File: src/hdl/sru_pkg.sv
package sru_pkg;
    // ------------------------------------------------
    // widths, depths and bit positions
    // ------------------------------------------------
    localparam int       REG_W    = 8;
    localparam int       EQ_DEPTH = 10;
    localparam int       STB_MAV  = 4;
    localparam int       STB_ESB  = 5;
    localparam int       STB_RQS  = 6;
    localparam int       ESR_OPC  = 0;
    localparam int       ESR_DEV  = 3;
    // reset values
    localparam bit [7:0] ESE_RST  = 8'h00;
    localparam bit [7:0] PPE_RST  = 8'h00;
    localparam bit [7:0] ESR_RST  = 8'h00;
    // fixed answers
    localparam bit [7:0] IDN_SER  = 8'h30;
    localparam bit [7:0] NOERR    = 8'h00;
    localparam bit [7:0] OPC_ONE  = 8'h01;

    // ------------------------------------------------
    // commands, answers, carriers
    // ------------------------------------------------
    typedef enum logic [3:0] {
        CMD_NONE, CMD_CLS, CMD_ESE_WR, CMD_ESE_RD,
        CMD_ESR_RD, CMD_ERR_RD, CMD_IDN_RD,
        CMD_IST_RD, CMD_OPC, CMD_OPC_RD,
        CMD_PRE_WR, CMD_PRE_RD, CMD_RST, CMD_DCL
    } sru_cmd_t;

    typedef enum logic [1:0] {
        RK_VALUE, RK_ERROR, RK_NOERR, RK_IDN
    } sru_rkind_t;

    typedef enum logic {
        W_IDLE, W_ARMED
    } sru_wait_t;

    typedef struct packed {
        sru_cmd_t   code;  // decoded command
        logic [7:0] arg;   // mask argument
    } sru_req_t;

    typedef struct packed {
        sru_rkind_t  kind; // answer type
        logic [7:0]  num;  // value or error code
        logic [31:0] aux;  // idn revision fields
    } sru_resp_t;
endpackage

File: src/hdl/sru_errq.sv
`timescale 1ns/1ns
`default_nettype none
module sru_errq
    import sru_pkg::*;
#(
    parameter int DEPTH = EQ_DEPTH,
    parameter int W     = 8
) (
    // clock and reset
    input  wire logic         clk,
    input  wire logic         arst_n,
    // control
    input  wire logic         clr,
    input  wire logic         push,
    input  wire logic [W-1:0] din,
    input  wire logic         pop,
    // state
    output logic      [W-1:0] dout,
    output logic              empty,
    output logic              full
);
    localparam int AW = $clog2(DEPTH);
    localparam int CW = $clog2(DEPTH + 1);
    localparam bit [AW-1:0] LAST = AW'(DEPTH - 1);

    logic [W-1:0]  mem [DEPTH];  // entry storage
    logic [AW-1:0] rd_reg;       // oldest entry
    logic [AW-1:0] wr_reg;       // next free slot
    logic [CW-1:0] cnt_reg;      // entries held

    // ------------------------------------------------
    // decode
    // ------------------------------------------------
    assign empty = (cnt_reg == '0);
    assign full  = (cnt_reg == CW'(DEPTH));
    assign dout  = mem[rd_reg];
    // newest error dropped when full
    // (RULE23) keep oldest
    wire do_push = push && (!full || clr);
    // a push that meets a clear lands in the emptied queue
    wire [AW-1:0] wr_slot = clr ? '0 : wr_reg;
    wire do_pop  = pop && !empty && !clr;

    // ------------------------------------------------
    // pointers and count
    // ------------------------------------------------
    // (RULE4) fifo order
    always_ff @(posedge clk or negedge arst_n) begin
        if (!arst_n) begin
            rd_reg  <= '0;
            wr_reg  <= '0;
            cnt_reg <= '0;
        end else if (clr) begin
            rd_reg  <= '0;
            wr_reg  <= AW'(do_push);
            cnt_reg <= CW'(do_push);
        end else begin
            if (do_push) begin
                wr_reg <= (wr_reg == LAST) ? '0 : wr_reg + 1'b1;
            end
            if (do_pop) begin
                rd_reg <= (rd_reg == LAST) ? '0 : rd_reg + 1'b1;
            end
            cnt_reg <= cnt_reg + CW'(do_push) - CW'(do_pop);
        end
    end

    // entry write, one slot per index
    always_ff @(posedge clk) begin
        if (do_push) begin
            mem[wr_slot] <= din;
        end
    end
endmodule // sru_errq
`default_nettype wire

File: src/hdl/sru_ppoll.sv
`timescale 1ns/1ns
`default_nettype none
module sru_ppoll
    import sru_pkg::*;
(
    // clock and reset
    input  wire logic       clk,
    input  wire logic       arst_n,
    // status inputs
    input  wire logic [7:0] stb,
    input  wire logic [7:0] ppe,
    // configuration from controller
    input  wire logic       ppc_valid,
    input  wire logic       ppc_clear,
    input  wire logic       ppc_sense,
    input  wire logic [2:0] ppc_line,
    // poll pin and data lines
    input  wire logic       pp_poll,
    output logic            ist,
    output logic      [7:0] dio_o,
    output logic      [7:0] dio_oe
);
    logic       en_reg;    // configured to respond
    logic       sense_reg; // sense bit
    logic [2:0] line_reg;  // data line chosen
    logic       s1_reg;    // poll sync stage 1
    logic       s2_reg;    // poll sync stage 2
    logic [7:0] oe_reg;    // line drive

    // ------------------------------------------------
    // individual status
    // ------------------------------------------------
    // (RULE14) status and enable
    assign ist    = |(stb & ppe);
    wire   match  = en_reg && (ist == sense_reg) && s2_reg;
    assign dio_o  = 8'h00;  // lines are low-true
    assign dio_oe = oe_reg;

    // ------------------------------------------------
    // configuration held from controller
    // ------------------------------------------------
    // (RULE16) controller picks line
    always_ff @(posedge clk or negedge arst_n) begin
        if (!arst_n) begin
            en_reg    <= 1'b0;
            sense_reg <= 1'b0;
            line_reg  <= 3'h0;
        end else if (ppc_clear) begin
            en_reg    <= 1'b0;
        end else if (ppc_valid) begin
            en_reg    <= 1'b1;
            sense_reg <= ppc_sense;
            line_reg  <= ppc_line;
        end
    end

    // pin sync then line drive
    // (RULE15) drive on match
    always_ff @(posedge clk or negedge arst_n) begin
        if (!arst_n) begin
            s1_reg <= 1'b0;
            s2_reg <= 1'b0;
            oe_reg <= 8'h00;
        end else begin
            s1_reg <= pp_poll;
            s2_reg <= s1_reg;
            oe_reg <= match ? (8'h01 << line_reg) : 8'h00;
        end
    end
endmodule // sru_ppoll
`default_nettype wire

File: src/hdl/sru_top.sv
// Behaviour
// (RULE1) clear status zeroes events, queue, byte
// (RULE2) clear status keeps message available
// (RULE3) clear status cancels operation complete waits
// (RULE4) ten entry error fifo, read pops
// (RULE5) empty queue answers no error
// (RULE6) serial errors echoed, not queued
// (RULE7) error answer: negative code, text
// (RULE8) summary bit five from masked events
// (RULE9) event mask zero at power up
// (RULE10) host mask values 0 to 255
// (RULE11) mask query returns mask, no effect
// (RULE12) event read clears all but bit three
// (RULE13) identity: maker, model, 0, revision
// (RULE14) individual status from byte and enable
// (RULE15) poll match drives configured line
// (RULE16) controller configures sense and line
// (RULE17) complete sets bit zero, sticky
// (RULE18) pending: acquire, fixed store, ranging
// (RULE19) complete query answers 1 when idle
// (RULE20) clear, reset, device clear drop query
// (RULE21) poll enable eight bits, zero reset
// (RULE22) service request once, bit six
// (RULE23) full queue drops new errors
`timescale 1ns/1ns
`default_nettype none
module sru_top
    import sru_pkg::*;
#(
    parameter bit [15:0] REV_LEVEL = 16'h0001, // arbitrary
    parameter bit [15:0] REV_DATE  = 16'h0000  // arbitrary
) (
    // clock and reset
    input  wire logic       clk,
    input  wire logic       arst_n,
    // decoded command port
    input  wire logic       req_valid,
    input  wire sru_req_t   req,
    output logic            req_ready,
    // answer port
    output logic            resp_valid,
    output sru_resp_t       resp,
    // error source
    input  wire logic       err_valid,
    input  wire logic [7:0] err_code,
    input  wire logic       err_serial,
    input  wire logic       echo_mode,
    // pending operations
    input  wire logic       acq_single,
    input  wire logic       store_fixed,
    input  wire logic       ranging,
    // event sources
    input  wire logic [7:0] esr_events,
    input  wire logic [7:0] dev_event,
    input  wire logic [7:0] device_event_mask,
    output logic            dev_event_clr,
    // output buffer and service request
    input  wire logic       out_pending,
    input  wire logic [7:0] sre_mask,
    input  wire logic       spoll_ack,
    output logic      [7:0] stb,
    output logic            srq,
    // parallel poll
    input  wire logic       ppc_valid,
    input  wire logic       ppc_clear,
    input  wire logic       ppc_sense,
    input  wire logic [2:0] ppc_line,
    input  wire logic       pp_poll,
    output logic      [7:0] dio_o,
    output logic      [7:0] dio_oe
);
    // ------------------------------------------------
    // state
    // ------------------------------------------------
    logic [7:0] ese_reg;      // event enable mask
    logic [7:0] esr_reg;      // event status, bit 3 unused
    logic [7:0] ppe_reg;      // poll enable mask
    logic       rqs_reg;      // service requested
    logic       sum_reg;      // last request summary
    sru_wait_t  opc_reg;      // complete command wait
    sru_wait_t  opq_reg;      // complete query wait
    logic       rv_reg;       // answer valid
    sru_resp_t  resp_reg;     // answer held
    sru_resp_t  resp_next;    // answer chosen
    logic       ist;          // individual status
    logic [7:0] q_dout;       // oldest error
    logic       q_empty;      // queue empty
    logic       q_full;       // queue full

    // ------------------------------------------------
    // command decode
    // ------------------------------------------------
    wire take    = req_valid && req_ready;
    wire is_cls  = take && req.code == CMD_CLS;
    wire is_rst  = take && req.code == CMD_RST;
    wire is_dcl  = take && req.code == CMD_DCL;
    wire ese_wr  = take && req.code == CMD_ESE_WR;
    wire pre_wr  = take && req.code == CMD_PRE_WR;
    wire esr_rd  = take && req.code == CMD_ESR_RD;
    wire err_rd  = take && req.code == CMD_ERR_RD;
    wire opc_cmd = take && req.code == CMD_OPC;
    wire opq_cmd = take && req.code == CMD_OPC_RD;
    wire query   = take && (req.code == CMD_ESE_RD
                 || req.code == CMD_ESR_RD
                 || req.code == CMD_ERR_RD
                 || req.code == CMD_IDN_RD
                 || req.code == CMD_IST_RD
                 || req.code == CMD_PRE_RD);

    // ------------------------------------------------
    // errors: echo or queue
    // ------------------------------------------------
    // (RULE6) serial errors echoed
    wire echo_err = err_valid && err_serial && echo_mode;
    wire q_push   = err_valid && !(err_serial && echo_mode);
    // echo holds the answer port, so stall commands
    assign req_ready = !echo_err;
    wire q_pop    = err_rd && !q_empty;

    // ------------------------------------------------
    // pending and summaries
    // ------------------------------------------------
    // (RULE18) pending operations
    wire pending  = acq_single || store_fixed || ranging;
    // (RULE12) bit three follows device events
    wire dev_sum  = |(dev_event & device_event_mask);
    wire [7:0] esr_view = {esr_reg[7:4], dev_sum, esr_reg[2:0]};
    // (RULE8) masked summary bit
    wire esb      = |(esr_view & ese_reg);
    // (RULE2) message available from buffers only
    wire mav      = out_pending;
    wire [7:0] stb_base = {1'b0, 1'b0, esb, mav, 4'h0};
    // (RULE22) bit six while requesting
    assign stb    = stb_base | (8'(rqs_reg) << STB_RQS);
    wire req_sum  = |(stb_base & sre_mask);
    assign srq    = rqs_reg;
    // (RULE1) clear device events too
    assign dev_event_clr = is_cls;

    // ------------------------------------------------
    // operation complete handling
    // ------------------------------------------------
    // (RULE3) clear status cancels
    wire opc_cancel = is_cls || is_rst;
    // (RULE20) query dropped on clears
    wire opq_cancel = is_cls || is_rst || is_dcl;
    wire opc_hit  = opc_reg == W_ARMED && !pending && !opc_cancel;
    // answer port busy this cycle, query waits
    wire opq_fire = opq_reg == W_ARMED && !pending && !opq_cancel
                 && !echo_err && !query;

    // ------------------------------------------------
    // masks and service request
    // ------------------------------------------------
    // (RULE9) masks zero at reset
    // (RULE21) poll enable written whole
    always_ff @(posedge clk or negedge arst_n) begin
        if (!arst_n) begin
            ese_reg <= ESE_RST;
            ppe_reg <= PPE_RST;
        end else begin
            if (ese_wr) begin
                ese_reg <= req.arg;
            end
            if (pre_wr) begin
                ppe_reg <= req.arg;
            end
        end
    end

    // one request per rising summary, set beats clear
    // (RULE22) request once per event
    always_ff @(posedge clk or negedge arst_n) begin
        if (!arst_n) begin
            sum_reg <= 1'b0;
            rqs_reg <= 1'b0;
        end else begin
            sum_reg <= req_sum;
            if (req_sum && !sum_reg) begin
                rqs_reg <= 1'b1;
            end else if (spoll_ack || is_cls) begin
                rqs_reg <= 1'b0;
            end
        end
    end

    // ------------------------------------------------
    // event status register
    // ------------------------------------------------
    // clear first, then new events win
    // (RULE12) read clears
    // (RULE17) complete bit sticky
    wire [7:0] esr_keep = (is_cls || esr_rd) ? 8'h00 : esr_reg;
    wire [7:0] esr_set  = esr_events | (8'(opc_hit) << ESR_OPC);
    wire [7:0] esr_next = (esr_keep | esr_set) & ~(8'h01 << ESR_DEV);

    always_ff @(posedge clk or negedge arst_n) begin
        if (!arst_n) begin
            esr_reg <= ESR_RST;
        end else begin
            esr_reg <= esr_next;
        end
    end

    // ------------------------------------------------
    // complete waits
    // ------------------------------------------------
    // (RULE17) arm, fire when idle
    always_ff @(posedge clk or negedge arst_n) begin
        if (!arst_n) begin
            opc_reg <= W_IDLE;
        end else begin
            case (opc_reg)
                W_IDLE: begin
                    if (opc_cmd) begin
                        opc_reg <= W_ARMED;
                    end
                end
                W_ARMED: begin
                    if (opc_cancel || !pending) begin
                        opc_reg <= W_IDLE;
                    end
                end
                default: opc_reg <= W_IDLE;
            endcase
        end
    end

    // (RULE19) query answers when idle
    always_ff @(posedge clk or negedge arst_n) begin
        if (!arst_n) begin
            opq_reg <= W_IDLE;
        end else begin
            case (opq_reg)
                W_IDLE: begin
                    if (opq_cmd) begin
                        opq_reg <= W_ARMED;
                    end
                end
                W_ARMED: begin
                    if (opq_cancel || opq_fire) begin
                        opq_reg <= W_IDLE;
                    end
                end
                default: opq_reg <= W_IDLE;
            endcase
        end
    end

    // ------------------------------------------------
    // answer selection: echo, query, complete
    // ------------------------------------------------
    always_comb begin
        resp_next = '{kind: RK_VALUE, num: 8'h00, aux: 32'h0};
        if (echo_err) begin
            // (RULE7) negative code, text by code
            resp_next.kind = RK_ERROR;
            resp_next.num  = err_code;
        end else if (query) begin
            case (req.code)
                // (RULE11) mask read, no effect
                CMD_ESE_RD: resp_next.num = ese_reg;
                CMD_ESR_RD: resp_next.num = esr_view;
                CMD_PRE_RD: resp_next.num = ppe_reg;
                // (RULE14) status on query
                CMD_IST_RD: resp_next.num = 8'(ist);
                CMD_IDN_RD: begin
                    // (RULE13) serial 0, revision pair
                    resp_next.kind = RK_IDN;
                    resp_next.num  = IDN_SER;
                    resp_next.aux  = {REV_LEVEL, REV_DATE};
                end
                CMD_ERR_RD: begin
                    // (RULE5) empty queue answer
                    resp_next.kind = q_empty ? RK_NOERR : RK_ERROR;
                    resp_next.num  = q_empty ? NOERR : q_dout;
                end
                default: resp_next.num = 8'h00;
            endcase
        end else if (opq_fire) begin
            resp_next.num = OPC_ONE;
        end
    end

    // answer register, one cycle pulse
    always_ff @(posedge clk or negedge arst_n) begin
        if (!arst_n) begin
            rv_reg   <= 1'b0;
            resp_reg <= '{kind: RK_VALUE, num: 8'h00, aux: 32'h0};
        end else begin
            rv_reg   <= echo_err || query || opq_fire;
            resp_reg <= resp_next;
        end
    end
    assign resp_valid = rv_reg;
    assign resp       = resp_reg;

    // ------------------------------------------------
    // leaves
    // ------------------------------------------------
    sru_errq #(.DEPTH(EQ_DEPTH), .W(8)) u_errq (
        .clk    (clk),
        .arst_n (arst_n),
        .clr    (is_cls),
        .push   (q_push),
        .din    (err_code),
        .pop    (q_pop),
        .dout   (q_dout),
        .empty  (q_empty),
        .full   (q_full)
    );

    sru_ppoll u_ppoll (
        .clk       (clk),
        .arst_n    (arst_n),
        .stb       (stb),
        .ppe       (ppe_reg),
        .ppc_valid (ppc_valid),
        .ppc_clear (ppc_clear),
        .ppc_sense (ppc_sense),
        .ppc_line  (ppc_line),
        .pp_poll   (pp_poll),
        .ist       (ist),
        .dio_o     (dio_o),
        .dio_oe    (dio_oe)
    );
endmodule // sru_top
`default_nettype wire

File: config.mk
export PLATFORM = sky130hd
export DESIGN_NAME = sru_top
export DESIGN_NICKNAME = d
export VERILOG_FILES = /design/src/hdl/sru_pkg.sv /design/src/hdl/sru_errq.sv /design/src/hdl/sru_ppoll.sv /design/src/hdl/sru_top.sv
export SDC_FILE = /design/constraint.sdc
export NUM_CORES = 1
export LEC_CHECK = 0
export ABC_AREA = 1
export BUFFER_PORTS_ARGS = -buffer_cell sky130_fd_sc_hd__buf_2
export CORE_UTILIZATION = 56
export DETAILED_ROUTE_END_ITERATION = 10
export PLACE_DENSITY_LB_ADDON = 0.12
export SKIP_LAST_GASP = 1
export SLEW_MARGIN = 30
export SYNTH_ARGS = -nofsm -noshare
export SYNTH_HDL_FRONTEND = slang
export SYNTH_HIERARCHICAL = 1
export SYNTH_SLANG_ARGS = --single-unit
File: constraint.sdc
create_clock -name clk -period 2.55 [get_ports clk]
set_clock_uncertainty 0.05 [all_clocks]
set_input_delay 0.3825 -clock clk [delete_from_list [all_inputs] [get_ports clk]]
set_output_delay 0.3825 -clock clk [all_outputs]
set_load 0.02 [all_outputs]
==> run_results.csv, run 1 <==
group,metric,value,unit
drt,drt-met1-wl,6.43,mm
setup_path,rr_startpoint,"u_errq/cnt_reg[2]$_DFF_PN0_",
power_and_ir_drop,power_density,905,nW/um2
min_path,min_from,"ppc_clear",
yosys,syn_inst,771,
placed_design,dp_cells,1033,
setup_path,cp_max_fo,3,
min_path,hold_path.class,"in2reg",
die,dieHeight,115,um
die,dieWidth,115,um
timing,slew_viol_final,0,
setup_path,critical_path.startpoint_type,"register",
setup_path,worstPathRequired,2810,ps
yosys,synth_area,7140,um2
drt,via_per_inst,5.08,
drt,drc,0,
finish,seq_area,4050,um2
drt,wl_met3,898,um
die,fp.coreArea,12200,um2
placed_design,routabilityCongestion,0.892,
setup_path,r2r_end,"u_errq/cnt_reg[2]$_DFF_PN0_",
timing,period_needed,2300,ps
global_routing,gr-total-overflow,0,
yosys,synth_warnings,6,
clock_tree,clock_path_buffers,2,
setup_path,r2r_slack,250,ps
finish,syn2layout_area_growth,16.2,%
clock_tree,cts_num_sinks,146,
finish,antennaDiodeCount,0,
placed_design,numPortBuffers,88,
finish,nNetsFinal,965,
setup_path,worstPathArrival,2560,ps
timing,maxSlewHeadroom,58.6,%
clock_tree,cts_tree,"yes",
global_routing,antenna_found_initial,0,
clock_tree,cts_setup_buffers,0,
die,io_pins,140,
job,cap_violations,0,
min_path,whs_path_depth,2,
placed_design,pre_cts_ws,-8.74,ps
clock_tree,cts_root_buf,"clkbuf_16",
outcome,status,"completed",
timing,worst_slew_pin_slew,621,ps
finish,nFillCells,964,
clock_tree,insertion_delay,420,ps
drt,first_pass_iters,5,
finish,final_cells,1067,
timing,rsz0062_at_grt,"false",
finish,largest_reg_flops,80,
global_routing,grt_usage,25.6,%
clock_tree,htree_levels,4,
power_and_ir_drop,power,7.51,mW
die,initial_core_util,58.5,%
drt,routed_wl,15.3,mm
drt,drtAntennaViolNets,0,
power_and_ir_drop,leakagePower,4.04,nW
clock_tree,clk_pin_slew,60,ps
setup_path,crit_path_end_kind,"register",
timing,setup_viol,0,
finish,drive_gt1_share,20.4,%
finish,postLayoutCoreUtil,68.0,%
setup_path,path_class,"reg2reg",
min_path,min_to,"u_ppoll/en_reg$_DFFE_PN0P_",
die,die_area,13200,um2
placed_design,hpwl,10.8,mm
drt,highest_layer,"met4",
drt,wl_met2,7.65,mm
global_routing,grt_pass1_vias,5214,
clock_tree,cts_made_buffers,17,
timing,fmax,0.435,GHz
timing,period_share,90.2,%
drt,wl_per_cell,14.3,um
global_routing,grt_pass1_wl,25.2,mm
setup_path,ff2ff_path_depth,13,
finish,layout_commonest_cell,"nand2_1",
drt,vias,5418,
finish,layout_common_cells,"226 x nand2_1, 88 x buf_2, 80 x edfxtp_1",
timing,setup_ws,251,ps
timing,final-hold-violation-count,0,
finish,multi_input_area,2460,um2
power_and_ir_drop,ir_drop,0.000568,V
global_routing,grt_max_degree,47,
die,rows,40,
drt,drt-initial-drc-count,311,
yosys,avgSynthCellArea,9.26,um2
==> worst max-delay path: stages (launching register included) <==
cell and delay [ps]:
dfrtp_1 360, inv_1 90, ha_1 170, nand3_2 110
inv_2 80, nor3_2 40, nand3_2 90, inv_2 50
ha_1 270, inv_1 40, ha_1 200, fa_1 390
xnor2_1 170, nor2_1 60
==> power breakdown <==
part	internal [mW]	total, mW	leakage, nW	switching (mW)
Combinational	0.666	2.02	2.22	1.35
Sequential	2.80	3.01	1.54	0.208
Clock	1.52	2.48	0.272	0.956
==> metal layers <==
layer	global-route usage [%]	vias up
met5	0	-
met4	9.26	0
met3	5.48	20
met2	43.7	212
met1	32.2	2547
li1	-	2639
==> per-stage QoR <==
step	instance area (um2)	hold slack, ps	setup TNS, ps
3_3_place_gp	7670	283	0
4_1_cts	8280	51.0	0
5_1_grt	8300	66.2	0
3_5_place_dp	7670	289	-8.74
2_1_floorplan	7330	36.9	0
6_report	8300	68.8	0
==> worst max path at each step <==
| stage | from | to | slack (ps) | cells after the start |
|---|---|---|---|---|
| final | u_errq/cnt_reg[2]$_DFF_PN0_ | u_errq/cnt_reg[2]$_DFF_PN0_ | 250 | 13 |
| after global routing | u_errq/cnt_reg[2]$_DFF_PN0_ | u_errq/cnt_reg[2]$_DFF_PN0_ | 40 | 13 |
| after CTS | u_errq/cnt_reg[2]$_DFF_PN0_ | u_errq/cnt_reg[1]$_DFF_PN0_ | 120 | 13 |
| after detailed placement | req[8] | u_errq/cnt_reg[2]$_DFF_PN0_ | -9 | 14 |
| after global placement | req[8] | u_errq/cnt_reg[2]$_DFF_PN0_ | 70 | 14 |
| after floorplan | req[8] | u_errq/cnt_reg[2]$_DFF_PN0_ | 2 | 14 |
==> layout make-up <==
cell class | instances | share of cell area (%)
clock buffers | 17 | 5.13
flip-flops and latches | 146 | 48.9
well taps | 168 | 2.53
multi-input cells | 524 | 29.7
inverters | 84 | 4.03
repair buffers | 113 | 7.78
clock inverters | 15 | 2.01
==> what timing repair did <==
action | in CTS | in global routing
endpoints found under the hold margin | 25 | 0
resized for setup | 0 | 5
endpoints found under the setup margin | 0 | 3
hold buffers | 2 | 0
(Power assumes the default switching activity.)
==> run 2: changes to the inputs <==
- CORE_ASPECT_RATIO: not set -> 0.75
==> run_results.csv, run 2 (synthesized netlist as in run 1, its figures left out) <==
group,metric,value,unit
setup_path,worstPathArrival,2660,ps
min_path,whs_path_depth,1,
global_routing,grt_max_degree,67,
placed_design,dpl_cell_area,7660,um2
finish,largest_reg_flops,80,
placed_design,hpwl,11.0,mm
finish,nNetsFinal,964,
timing,setup_viol,0,
timing,worst_slew_pin_slew,840,ps
power_and_ir_drop,ir_drop,0.000512,V
drt,via_per_inst,5.07,
clock_tree,clock_path_buffers,2,
drt,drt-initial-drc-count,379,
setup_path,cp_max_fo,3,
die,dieHeight,99.8,um
drt,first_pass_iters,5,
clock_tree,cts_tree,"yes",
timing,maxSlewHeadroom,44.0,%
global_routing,antenna_found_initial,0,
placed_design,numPortBuffers,88,
finish,layout_commonest_cell,"nand2_1",
finish,layout_common_cells,"226 x nand2_1, 88 x buf_2, 80 x edfxtp_1",
timing,period_share,94.4,%
clock_tree,cts_num_sinks,146,
power_and_ir_drop,power_density,902,nW/um2
setup_path,worstPathRequired,2810,ps
setup_path,path_class,"reg2reg",
die,die_area,13200,um2
drt,drc,0,
global_routing,grt_usage,24.9,%
timing,rsz0062_at_grt,"false",
finish,post-route-cell-area,8250,um2
clock_tree,cts_root_buf,"clkbuf_16",
drt,routed_wl,15.5,mm
timing,period_needed,2410,ps
global_routing,gr-total-overflow,0,
die,io_pins,140,
finish,syn2layout_area_growth,15.4,%
setup_path,crit_path_end_kind,"register",
die,fp.coreArea,12300,um2
finish,nFillCells,988,
timing,final-hold-violation-count,0,
min_path,hold_path.class,"in2reg",
finish,antennaDiodeCount,0,
die,rows,35,
drt,vias,5392,
drt,wl_per_cell,14.6,um
clock_tree,insertion_delay,410,ps
timing,fmax,0.415,GHz
setup_path,ff2ff_path_depth,13,
die,initial_core_util,57.8,%
power_and_ir_drop,leakagePower,4.03,nW
clock_tree,cts_made_buffers,17,
setup_path,critical_path.startpoint_type,"register",
global_routing,grt_pass1_vias,5017,
placed_design,routabilityCongestion,0.970,
global_routing,grt_pass1_wl,25.0,mm
finish,seq_area,4050,um2
drt,drtAntennaViolNets,0,
clock_tree,htree_levels,4,
die,dieWidth,132,um
outcome,status,"completed",
finish,postLayoutCoreUtil,66.8,%
setup_path,r2r_slack,140,ps
timing,slew_viol_final,0,
finish,multi_input_area,2460,um2
job,cap_violations,0,
finish,drive_gt1_share,20.2,%
timing,hold-worst-slack,24.5,ps
clock_tree,clk_pin_slew,60,ps
run 2: cell count changes in the layout (fill, tap and decap cells not counted), moves of 2 or more:
cell	delta
clkinv_4	+2
dlygate4sd3_1	-2
nand3_2	-2
buf_4	+2
nand3_1	+2
inv_1	+2
inv_2	-2
run 2: layout make-up:
| class | count | area share (%) |
|---|---|---|
| multi-input cells | 524 | 29.8 |
| inverters | 84 | 4.05 |
| clock inverters | 14 | 1.71 |
| flip-flops and latches | 146 | 49.2 |
| repair buffers | 112 | 7.53 |
| clock buffers | 18 | 5.20 |
| well taps | 166 | 2.52 |
run 2: critical path, stage by stage, from the launching register on:
cell and delay, ps:
dfrtp_1 370, inv_1 110, ha_1 160, nand3_1 120, inv_1 110, nor3_2 60, nand3_1 100, inv_1 70
ha_1 270, inv_1 40, ha_1 210, fa_1 420, xnor2_2 180, nor2_1 50
run 2: final timing paths:
path,to,start
hold / removal,u_ppoll/s1_reg$_DFF_PN0_,pp_poll
setup reg to reg,u_errq/cnt_reg[2]$_DFF_PN0_,u_errq/cnt_reg[2]$_DFF_PN0_
hold reg to reg,u_ppoll/s2_reg$_DFF_PN0_,u_ppoll/s1_reg$_DFF_PN0_
max in group asynchronous,resp[37]$_DFF_PN0_,arst_n
min in group asynchronous,ese_reg[3]$_DFFE_PN0P_,arst_n
setup / recovery,u_errq/cnt_reg[2]$_DFF_PN0_,u_errq/cnt_reg[2]$_DFF_PN0_
run 2: stage by stage:
step                setup slack (ps)  cells  TNS [ps]  total power, mW
floorplan                       1.93    818         0             4.58
global placement                98.7   1032         0             4.95
detailed placement             -58.6   1032     -58.6             5.04
CTS                              123   1064         0             7.43
global route                    28.7   1064         0             7.86
finish                           142   1064         0             7.44
run 2: repair_timing:
item                       4_1_cts  5_1_grt
gates resized for setup          0        2
buffers inserted                 0        0
hold buffers                     0        0
setup endpoints to repair        0        2
run 2: report_power, final:
group	switching, mW	leakage, nW	total, mW	internal (mW)
registers	0.213	1.54	3.01	2.80
clock network	0.951	0.261	2.38	1.43
logic	1.36	2.23	2.04	0.682
run 2: metal layers:
metal	global-route usage, %	up-vias	share of wire, %
li1	-	2637	-
met1	35.2	2564	46
met2	39.6	183	48
met3	5.45	8	5.5
met4	6.28	0	0.72
met5	0	-	0
==> run 3: changes to the inputs <==
- ABC_AREA: 1 -> not set
- CORE_UTILIZATION: 56 -> 55
==> run_results.csv, run 3 <==
group,metric,value,unit
die,dieHeight,99.8,um
drt,routed_wl,15.7,mm
finish,final_cells,844,
die,dieWidth,132,um
setup_path,critical_path.startpoint_type,"register",
power_and_ir_drop,power_density,889,nW/um2
global_routing,grt_pass1_vias,4541,
timing,period_share,106,%
timing,final-hold-violation-count,0,
die,rows,35,
placed_design,routabilityCongestion,0.933,
setup_path,cpPeakStageDelay,520,ps
drt,highest_layer,"met4",
power_and_ir_drop,leakagePower,3.57,nW
global_routing,grt_usage,24.7,%
finish,layout_common_cells,"88 x buf_2, 80 x edfxtp_1, 66 x dfrtp_1",
global_routing,grt_pass1_wl,24.2,mm
clock_tree,clk_pin_slew,60,ps
timing,setup_ws,-152,ps
placed_design,numPortBuffers,88,
yosys,synth_warnings,6,
finish,post-route-cell-area,8480,um2
power_and_ir_drop,ir_drop,0.000582,V
placed_design,dp_cells,806,
setup_path,worstPathArrival,3010,ps
setup_path,path_class,"reg2reg",
power_and_ir_drop,switchingPower,2.22,mW
drt,drt-initial-drc-count,325,
setup_path,r2r_slack,-150,ps
global_routing,antenna_found_initial,0,
power_and_ir_drop,combPwrFrac,25.7,%
die,fp.coreArea,12300,um2
outcome,violations,"negative setup slack",
timing,setup_viol,3,
setup_path,worstPathCellList,"inv_1, ha_2, or3b_4, inv_4, nor3b_4, and2_4, nor2b_4, nand2_2, nor2_4, ha_4, inv_2, ha_4, fa_2, nor2b_4",
drt,drtAntennaViolNets,0,
drt,wl_met3,1.03,mm
finish,antennaDiodeCount,0,
timing,slew_viol_final,0,
drt,via_per_inst,5.59,
timing,period_needed,2700,ps
global_routing,gr-total-overflow,0,
timing,maxSlewHeadroom,47.8,%
drt,first_pass_iters,5,
finish,layout_commonest_cell,"buf_2",
setup_path,rr_startpoint,"u_errq/cnt_reg[3]$_DFF_PN0_",
finish,nNetsFinal,744,
clock_tree,cts_num_sinks,146,
setup_path,startpoint,"u_errq/cnt_reg[3]$_DFF_PN0_",
die,initial_core_util,56.7,%
yosys,synth_area,7010,um2
clock_tree,clock_path_buffers,2,
power_and_ir_drop,clkPwrFrac,34.1,%
timing,hold-worst-slack,27.1,ps
power_and_ir_drop,p_sw_share,29.5,%
clock_tree,insertion_delay,420,ps
power_and_ir_drop,p_int,5.32,mW
setup_path,worstPathRequired,2850,ps
placed_design,dpl_cell_area,7760,um2
finish,syn2layout_area_growth,21.1,%
global_routing,grt_max_degree,41,
drt,drt-met1-wl,7.09,mm
timing,rsz0062_at_grt,"true",
setup_path,cp-endpoint,"u_errq/cnt_reg[1]$_DFF_PN0_",
clock_tree,htree_levels,4,
clock_tree,cts_tree,"yes",
finish,drive_gt1_share,35.4,%
job,cap_violations,0,
setup_path,crit_path_top_delay_cell,"fa_2",
placed_design,hpwl,10.9,mm
setup_path,crit_path_end_kind,"register",
die,die_area,13200,um2
drt,wl_per_cell,18.6,um
setup_path,ff2ff_path_depth,14,
finish,largest_reg_flops,80,
placed_design,pre_cts_ws,-179,ps
outcome,status,"complete, but fails checks",
min_path,whs_path_depth,1,
setup_path,r2r_end,"u_errq/cnt_reg[1]$_DFF_PN0_",
setup_path,cp_max_fo,2,
drt,vias,4720,
yosys,avgSynthCellArea,13.3,um2
drt,wl_met2,7.39,mm
power_and_ir_drop,power,7.55,mW
die,io_pins,140,
clock_tree,cts_root_buf,"clkbuf_16",
min_path,hold_path.class,"in2reg",
yosys,syn_inst,528,
finish,postLayoutCoreUtil,68.7,%
timing,tns,-328,ps
drt,drc,0,
timing,fmax,0.370,GHz
power_and_ir_drop,sequentialPowerShare,40.3,%
timing,worst_slew_pin_slew,779,ps
clock_tree,cts_made_buffers,17,
-- run 3: power groups by stage --
stage	Sequential, mW	Clock (mW)	Combinational (mW)
after floorplan	3.01	0	1.40
after global placement	3.06	0	1.79
after detailed placement	3.08	0	1.84
after CTS	3.04	2.60	1.90
after global routing	3.08	2.69	2.09
final	3.04	2.57	1.94
-- run 3: area by class of cell --
type	instances	area, um2
flip-flops and latches	146	4050
clock inverters	13	174
fillers	900	3860
clock buffers	19	443
well taps	166	208
inverters	15	63.8
multi-input cells	348	2690
repair buffers	137	848
-- run 3: repair_timing --
item | in CTS | in global routing
setup endpoints to repair | 3 | 4
endpoints found under the hold margin | 26 | 0
buffers inserted | 3 | 2
cloned | 0 | 0
resized for setup | 9 | 3
pin swaps | 7 | 11
hold buffers | 1 | 0
-- run 3: critical path: cells and delay by family, from the launching register on --
kind / cells / cell delay (ps)
and+or+nand+nor: 7 / 960
adders and majority gates: 4 / 1080
DFF: 1 / 380
buffers and inverters: 3 / 170
-- run 3: how the worst min path moves through the flow --
| stage | startpoint | to | slack [ps] |
|---|---|---|---|
| global placement | u_ppoll/s1_reg$_DFF_PN0_ | u_ppoll/s2_reg$_DFF_PN0_ | 280 |
| floorplan | arst_n | ese_reg[0]$_DFFE_PN0P_ | 40 |
| detailed placement | u_ppoll/s1_reg$_DFF_PN0_ | u_ppoll/s2_reg$_DFF_PN0_ | 290 |
| CTS | pp_poll | u_ppoll/s1_reg$_DFF_PN0_ | 9 |
| finish | pp_poll | u_ppoll/s1_reg$_DFF_PN0_ | 30 |
| global route | pp_poll | u_ppoll/s1_reg$_DFF_PN0_ | 7 |
-- run 3: routing by layer --
metal,track usage [%],vias to the layer above
met4,6.45,0
li1,-,2163
met5,0,-
met3,5.50,16
met1,34.6,2347
met2,39.3,194
